`src/hw/dxc_pkg.sv`:
```
package dxc_pkg;
  localparam int SEC_W = 8;
  localparam int NUM_SEC = 2;
  localparam int FIFO_DEPTH = 4;
  localparam logic [1:0] OE_N_RST = 2'h3;
  localparam logic [1:0] DIR_RST = 2'h0;
  localparam real CLK_NS = 50.0;
  localparam real TURN_NS = 50.0;
  localparam int TURN_CYC = (int'(TURN_NS / CLK_NS) < 1) ? 1 : int'(TURN_NS / CLK_NS);
  localparam logic [3:0] TURN_CYC_W = TURN_CYC[3:0];
  typedef enum logic [1:0] {
    DXC_ISOL = 2'b00,
    DXC_A2B = 2'b01,
    DXC_B2A = 2'b10
  } dxc_mode_t;
endpackage : dxc_pkg

```
`src/hw/dxc_ctrl.sv`:
```
`timescale 1ns/10ps
module dxc_ctrl
  import dxc_pkg::*;
#(
  parameter int SEC_WIDTH = dxc_pkg::SEC_W,
  parameter int SECTIONS = dxc_pkg::NUM_SEC,
  parameter int DEPTH = dxc_pkg::FIFO_DEPTH
) (
  input wire logic i_ref_clk,
  input wire logic i_rst,
  input wire logic [SECTIONS-1:0] i_mode_valid,
  input wire dxc_pkg::dxc_mode_t i_mode [SECTIONS],
  output logic [SECTIONS-1:0] o_mode_ready,
  input wire logic i_tx_valid,
  output logic o_tx_ready,
  input wire logic [SEC_WIDTH*SECTIONS-1:0] i_tx_data,
  output logic o_rx_valid,
  input wire logic i_rx_ready,
  output logic [SEC_WIDTH*SECTIONS-1:0] o_rx_data,
  output logic [SECTIONS-1:0] o_oe_n,
  output logic [SECTIONS-1:0] o_dir,
  output logic [SEC_WIDTH*SECTIONS-1:0] o_a_out,
  output logic [SEC_WIDTH*SECTIONS-1:0] o_a_oe,
  input wire logic [SEC_WIDTH*SECTIONS-1:0] i_a_in,
  output logic [SECTIONS-1:0] o_a2b_sec
);
  import dxc_pkg::*;
  localparam int W = SEC_WIDTH * SECTIONS;

  logic [SECTIONS-1:0] oe_n_r;
  logic [SECTIONS-1:0] oe_n_nxt;
  logic [SECTIONS-1:0] dir_r;
  logic [SECTIONS-1:0] dir_nxt;
  logic [SECTIONS-1:0] busy_r;
  logic [SECTIONS-1:0] busy_nxt;
  logic [SECTIONS-1:0] tgt_on;
  logic [SECTIONS-1:0] tgt_dir;
  logic [3:0] turn_r [SECTIONS];
  logic [3:0] turn_nxt [SECTIONS];
  logic [W-1:0] a_out_r;
  logic [W-1:0] a_out_nxt;
  logic [W-1:0] a_oe_r;
  logic [W-1:0] a_oe_nxt;
  logic [W-1:0] s1_r;
  logic [W-1:0] s1_nxt;
  logic [W-1:0] s2_r;
  logic [W-1:0] s2_nxt;
  logic [W-1:0] s3_r;
  logic [W-1:0] s3_nxt;
  logic [W-1:0] rx_r;
  logic [W-1:0] rx_nxt;
  logic fifo_valid, fifo_ready;
  logic [W-1:0] fifo_data;

  // tx words wait here until the A-to-B sections can take them
  dxc_fifo #(.WIDTH(W), .DEPTH(DEPTH)) u_fifo (
    .i_ref_clk(i_ref_clk),
    .i_rst(i_rst),
    .i_in_valid(i_tx_valid),
    .o_in_ready(o_tx_ready),
    .i_in_data(i_tx_data),
    .o_out_valid(fifo_valid),
    .i_out_ready(fifo_ready),
    .o_out_data(fifo_data)
  );

  // a word drains only when some section drives B and none is mid-turn
  assign fifo_ready = (|o_a2b_sec) && (busy_r == '0);

  generate
    for (genvar s = 0; s < SECTIONS; s++) begin : g_sec
      localparam int LO = s * SEC_WIDTH;
      assign o_mode_ready[s] = !busy_r[s];
      assign o_a2b_sec[s] = !oe_n_r[s] && dir_r[s] && !busy_r[s];

      // decode the wanted mode; code 11 falls back to isolation
      always_comb begin
        tgt_on[s] = 1'b0;
        tgt_dir[s] = 1'b0;
        unique case (i_mode[s])
          DXC_A2B: begin
            tgt_on[s] = 1'b1;
            tgt_dir[s] = 1'b1;
          end
          DXC_B2A: begin
            tgt_on[s] = 1'b1;
            tgt_dir[s] = 1'b0;
          end
          default: begin
            tgt_on[s] = 1'b0;
          end
        endcase
      end

      // sequence: disable, wait turnaround, then set dir and enable in the same cycle
      always_comb begin
        oe_n_nxt[s] = oe_n_r[s];
        dir_nxt[s] = dir_r[s];
        busy_nxt[s] = busy_r[s];
        turn_nxt[s] = turn_r[s];
        a_oe_nxt[LO +: SEC_WIDTH] = a_oe_r[LO +: SEC_WIDTH];
        if (i_mode_valid[s] && !busy_r[s]) begin
          oe_n_nxt[s] = 1'b1;
          a_oe_nxt[LO +: SEC_WIDTH] = '0;
          busy_nxt[s] = 1'b1;
          turn_nxt[s] = TURN_CYC_W;
        end else if (busy_r[s]) begin
          if (turn_r[s] != '0) begin
            turn_nxt[s] = turn_r[s] - 4'h1;
          end else begin
            busy_nxt[s] = 1'b0;
            dir_nxt[s] = tgt_dir[s];
            oe_n_nxt[s] = !tgt_on[s];
            // we drive A only while the transceiver listens there
            a_oe_nxt[LO +: SEC_WIDTH] = {SEC_WIDTH{tgt_on[s] && tgt_dir[s]}};
          end
        end
      end

      always_ff @(posedge i_ref_clk or posedge i_rst) begin
        if (i_rst) begin
          oe_n_r[s] <= OE_N_RST[0];
          dir_r[s] <= DIR_RST[0];
          busy_r[s] <= 1'b0;
          turn_r[s] <= '0;
          a_oe_r[LO +: SEC_WIDTH] <= '0;
        end else begin
          oe_n_r[s] <= oe_n_nxt[s];
          dir_r[s] <= dir_nxt[s];
          busy_r[s] <= busy_nxt[s];
          turn_r[s] <= turn_nxt[s];
          a_oe_r[LO +: SEC_WIDTH] <= a_oe_nxt[LO +: SEC_WIDTH];
        end
      end

      // a popped word reaches the A pins one cycle after its pop
      always_comb begin
        a_out_nxt[LO +: SEC_WIDTH] = a_out_r[LO +: SEC_WIDTH];
        if (fifo_valid && fifo_ready && o_a2b_sec[s]) begin
          a_out_nxt[LO +: SEC_WIDTH] = fifo_data[LO +: SEC_WIDTH];
        end
      end

      always_ff @(posedge i_ref_clk or posedge i_rst) begin
        if (i_rst) begin
          a_out_r[LO +: SEC_WIDTH] <= '0;
        end else begin
          a_out_r[LO +: SEC_WIDTH] <= a_out_nxt[LO +: SEC_WIDTH];
        end
      end

      // a byte counts only once two late stages agree
      always_comb begin
        rx_nxt[LO +: SEC_WIDTH] = rx_r[LO +: SEC_WIDTH];
        if (s3_r[LO +: SEC_WIDTH] == s2_r[LO +: SEC_WIDTH]) begin
          rx_nxt[LO +: SEC_WIDTH] = s3_r[LO +: SEC_WIDTH];
        end
      end

      always_ff @(posedge i_ref_clk or posedge i_rst) begin
        if (i_rst) begin
          rx_r[LO +: SEC_WIDTH] <= '0;
        end else begin
          rx_r[LO +: SEC_WIDTH] <= rx_nxt[LO +: SEC_WIDTH];
        end
      end
    end
  endgenerate

  // pin synchroniser; only the second stage reads the first
  always_comb begin
    s1_nxt = i_a_in;
    s2_nxt = s1_r;
    s3_nxt = s2_r;
  end

  always_ff @(posedge i_ref_clk or posedge i_rst) begin
    if (i_rst) begin
      s1_r <= '0;
      s2_r <= '0;
      s3_r <= '0;
    end else begin
      s1_r <= s1_nxt;
      s2_r <= s2_nxt;
      s3_r <= s3_nxt;
    end
  end

  assign o_oe_n = oe_n_r;
  assign o_dir = dir_r;
  assign o_a_out = a_out_r;
  assign o_a_oe = a_oe_r;
  assign o_rx_data = rx_r;
  // receive path runs always; sink may ignore it in A-to-B mode
  assign o_rx_valid = 1'b1;
  logic unused_rx_ready;
  assign unused_rx_ready = i_rx_ready;
endmodule : dxc_ctrl

```
`src/hw/dxc_fifo.sv`:
```
`timescale 1ns/10ps
module dxc_fifo #(
  parameter int WIDTH = 16,
  parameter int DEPTH = 4
) (
  input wire logic i_ref_clk,
  input wire logic i_rst,
  input wire logic i_in_valid,
  output logic o_in_ready,
  input wire logic [WIDTH-1:0] i_in_data,
  output logic o_out_valid,
  input wire logic i_out_ready,
  output logic [WIDTH-1:0] o_out_data
);
  localparam int AW = $clog2(DEPTH);
  logic [WIDTH-1:0] mem_r [DEPTH];
  logic [AW-1:0] wp_r, wp_nxt, rp_r, rp_nxt;
  logic [AW:0] cnt_r, cnt_nxt;
  logic push, pop;

  assign o_in_ready = (cnt_r != (AW+1)'(DEPTH));
  assign o_out_valid = (cnt_r != '0);
  assign o_out_data = mem_r[rp_r];
  assign push = i_in_valid && o_in_ready;
  assign pop = o_out_valid && i_out_ready;

  always_comb begin
    wp_nxt = wp_r;
    rp_nxt = rp_r;
    cnt_nxt = cnt_r;
    if (push) begin
      wp_nxt = (wp_r == AW'(DEPTH-1)) ? '0 : wp_r + 1'b1;
    end
    if (pop) begin
      rp_nxt = (rp_r == AW'(DEPTH-1)) ? '0 : rp_r + 1'b1;
    end
    if (push && !pop) begin
      cnt_nxt = cnt_r + 1'b1;
    end else if (pop && !push) begin
      cnt_nxt = cnt_r - 1'b1;
    end
  end

  always_ff @(posedge i_ref_clk or posedge i_rst) begin
    if (i_rst) begin
      wp_r <= '0;
      rp_r <= '0;
      cnt_r <= '0;
    end else begin
      wp_r <= wp_nxt;
      rp_r <= rp_nxt;
      cnt_r <= cnt_nxt;
    end
  end

  // storage needs no reset; valid gates every read
  always_ff @(posedge i_ref_clk) begin
    if (push) begin
      mem_r[wp_r] <= i_in_data;
    end
  end
endmodule : dxc_fifo

```
`config.mk`:
```
export PLATFORM = sky130hd
export DESIGN_NAME = dxc_ctrl
export DESIGN_NICKNAME = d
export VERILOG_FILES = /design/src/hw/dxc_pkg.sv /design/src/hw/dxc_ctrl.sv /design/src/hw/dxc_fifo.sv
export SDC_FILE = /design/constraint.sdc
export NUM_CORES = 1
export LEC_CHECK = 0
export BUFFER_PORTS_ARGS = -buffer_cell sky130_fd_sc_hd__buf_2
export CAP_MARGIN = 40
export CORE_ASPECT_RATIO = 0.9
export CORE_MARGIN = 5
export CORE_UTILIZATION = 37
export DETAILED_ROUTE_END_ITERATION = 7
export SYNTH_ARGS = -nofsm -noshare
export SYNTH_HDL_FRONTEND = slang
export SYNTH_SLANG_ARGS = --single-unit
```
`constraint.sdc`:
```
create_clock -name i_ref_clk -period 6.8 [get_ports i_ref_clk]
set_input_delay 0.34 -clock i_ref_clk [delete_from_list [all_inputs] [get_ports i_ref_clk]]
set_output_delay 0.34 -clock i_ref_clk [all_outputs]
set_load 0.01 [all_outputs]
```
==> summary.txt <==
Yosys cell types = 38
leading cell type in the layout, fill and taps excluded = dfrtp_1
reg2reg setup slack = 4570 ps
syn nets = 414
Power Density = 395 mW/mm2
GRT Total Usage = 0.121
VDD IR max = 0.000159 V
Clock Sinks = 167
clk buf depth = 2
initial antenna violation count = 0
share of cells above drive strength 1 = 0.397
final hold viol count = 0
Synth Flop Type = dfrtp_1
die width = 147 um
num ports = 100
Post-Route WL = 11300 um
HP Class = input port to flop
Nets = 517
# rows = 45
Routability Congestion = 0.728
WP data arrival = 2530 ps
post-route ant nets = 0
htree depth = 4
CP max FO = 9
#FFs+latches synth = 167
leakage = 3.35 nW
status = complete, no violations
Seq/Total Area, Yosys = 0.720
die footprint = 0.0196 mm2
unrepaired setup endpoints after global routing = no
CP startpoint kind = flop
TritonCTS clock tree = done
async set-reset flop share out of synthesis = 0.617
DR iter-0 viols = 72
final period utilization = 0.329
drt pass-1 iters = 4
setup TNS = 0 ps
syn_area_per_cell = 17.4 um2
GRT overflow = 0
synthesized area = 0.00625 mm2
Max Cap Viol = 0
relative slew slack = 0.436
Setup Buffers After CTS = 0
Avg WL per Cell = 16.4 um
R2R Path End = u_fifo.cnt_r[1]$_DFFE_PP0P_
root buf cell = clkbuf_16
Final HPWL DP = 7580 um
hold endpoint = s1_r[1]$_DFF_PP0_
Layout area overhead = 19.6%
Synth Instances = 360
global-route wire length before repair = 18300 um
Req. time, crit path = 7100 ps
Vias/cell = 4.67
commonest non-fill, non-tap cells in the layout = 101 x dfrtp_1, 97 x buf_2, 64 x edfxtp_1
WS Path Type = flop to flop
DR DRC count = 0
Clock Latency Late Sink = 410 ps
Final Skew = 12.5 ps
Hold Crit Depth = 1
Post-synth EDFFs = 64
largest net degree at the start of global routing = 70
port buffer count = 97
core area = 0.0167 mm2
Hold Crit Start = i_a_in[1]
Slew @ Worst Pin = 846 ps
reg2reg start = busy_r[1]$_DFF_PP0_
Yosys warnings = 0
Worst-path clk slew = 70 ps
reg2reg path depth = 7
CTS Buf Count = 17
# setup viols final = 0
Antenna Cells = 0
Die Y = 133 um
Power, Total = 0.00295 W
vias in the first global route = 3444
fin crit period = 2230 ps
Critical Path Sink Type = flop
Max Slew Vio Count = 0
via count = 3207
FMAX = 447 MHz
Starting Density = 0.374
## final cells by class
class	instances	area, um2
fill	1502	9250
sequential	167	4500
multi-input combinational	154	1520
timing repair buffer	104	571
clock buffer	20	450
tap	211	264
clock inverter	12	95.1
inverter	19	73.8
## Yosys cell counts (3+ instances only)
| master | instances | area share |
|---|---|---|
| buf_4 | 15 | 0.018 |
| or3_1 | 3 | 0.0030 |
| nand2b_1 | 3 | 0.0030 |
| inv_1 | 19 | 0.011 |
| xor2_1 | 18 | 0.025 |
| dfrtp_1 | 101 | 0.40 |
| mux2i_1 | 3 | 0.0048 |
| ha_1 | 11 | 0.022 |
| and3_1 | 4 | 0.0040 |
| nand2_1 | 12 | 0.0072 |
| edfxtp_1 | 64 | 0.31 |
| buf_2 | 3 | 0.0024 |
| nor4_1 | 4 | 0.0040 |
| mux4_1 | 5 | 0.021 |
| nor2_1 | 9 | 0.0054 |
| nor3_1 | 5 | 0.0040 |
| mux4_2 | 11 | 0.040 |
| o21ai_0 | 9 | 0.0072 |
| mux2_2 | 37 | 0.067 |
## how the worst max path moves through the flow
stage	start	endpoint	slack (ps)
after detailed placement	u_fifo.cnt_r[0]$_DFFE_PP0P_	u_fifo.cnt_r[2]$_DFFE_PP0P_	4540
after global placement	u_fifo.cnt_r[0]$_DFFE_PP0P_	u_fifo.cnt_r[2]$_DFFE_PP0P_	4630
after floorplan	i_rst	busy_r[0]$_DFF_PP0_	3760
final	busy_r[1]$_DFF_PP0_	u_fifo.cnt_r[1]$_DFFE_PP0P_	4570
after CTS	u_fifo.cnt_r[0]$_DFFE_PP0P_	u_fifo.cnt_r[2]$_DFFE_PP0P_	4500
after global routing	u_fifo.cnt_r[0]$_DFFE_PP0P_	u_fifo.cnt_r[2]$_DFFE_PP0P_	4390
## registers in the layout, indices dropped and copies added, names as in the netlist
name	flops
u_fifo.cnt_r	3
u_fifo.mem_r	64
o_rx_data	16
turn_r	8
o_a_out	16
busy_r	2
u_fifo.rp_r	2
s2_r	16
o_dir	2
o_oe_n	2
s3_r	16
o_a_oe	2
s1_r	16
u_fifo.wp_r	2
## power by group
part           switching (W)  internal, W
logic               0.000334     0.000333
clock network       0.000396     0.000487
registers           0.000137      0.00127
## per-layer routing
| layer | vias up | share of wire | routed length [um] | track usage |
|---|---|---|---|---|
| met4 | 0 | 0.0073 | 82 | 0.0357 |
| met2 | 66 | 0.51 | 5780 | 0.203 |
| met3 | 5 | 0.056 | 628 | 0.0469 |
| li1 | 1500 | - | - | - |
| met5 | - | 0 | 0 | 0 |
| met1 | 1636 | 0.42 | 4760 | 0.146 |
## what timing repair did
action,CTS,global route
endpoints found under the hold margin,32,0
resized for setup,0,0
setup endpoints to repair,0,0
hold buffers,1,0
## critical path, stage by stage (launching register included)
cell and delay, ps:
dfrtp_1 490, nor3_2 330, o21a_1 260, inv_1 60
ha_1 230, inv_1 70, fa_1 410, mux2_2 270
## cells by family (layout without fill, tap and decap cells)
kind of cell	Yosys count	in the layout	share of synthesized area
adder cells (fa/ha/maj)	12	12	0.0252
AND/OR/NAND/NOR	48	48	0.0406
buffers and inverters	39	155	0.0368
AO/OA/AOI/OAI	18	18	0.0180
other	1	1	0.000600
XOR/XNOR	19	19	0.0266
multiplexers	56	56	0.132
flip-flops	167	167	0.720
## stage by stage
step,util,hold slack [ps],std cells,cell area (um2),worst slack [ps]
after global routing,0.447,6.75,687,7480,4390
after global placement,0.410,335,649,6850,4630
after CTS,0.447,6.14,687,7480,4500
final,0.447,30.9,687,7480,4570
after detailed placement,0.414,335,654,6920,4540
after floorplan,-,331,360,6250,3760
(Power assumes the default switching activity.)
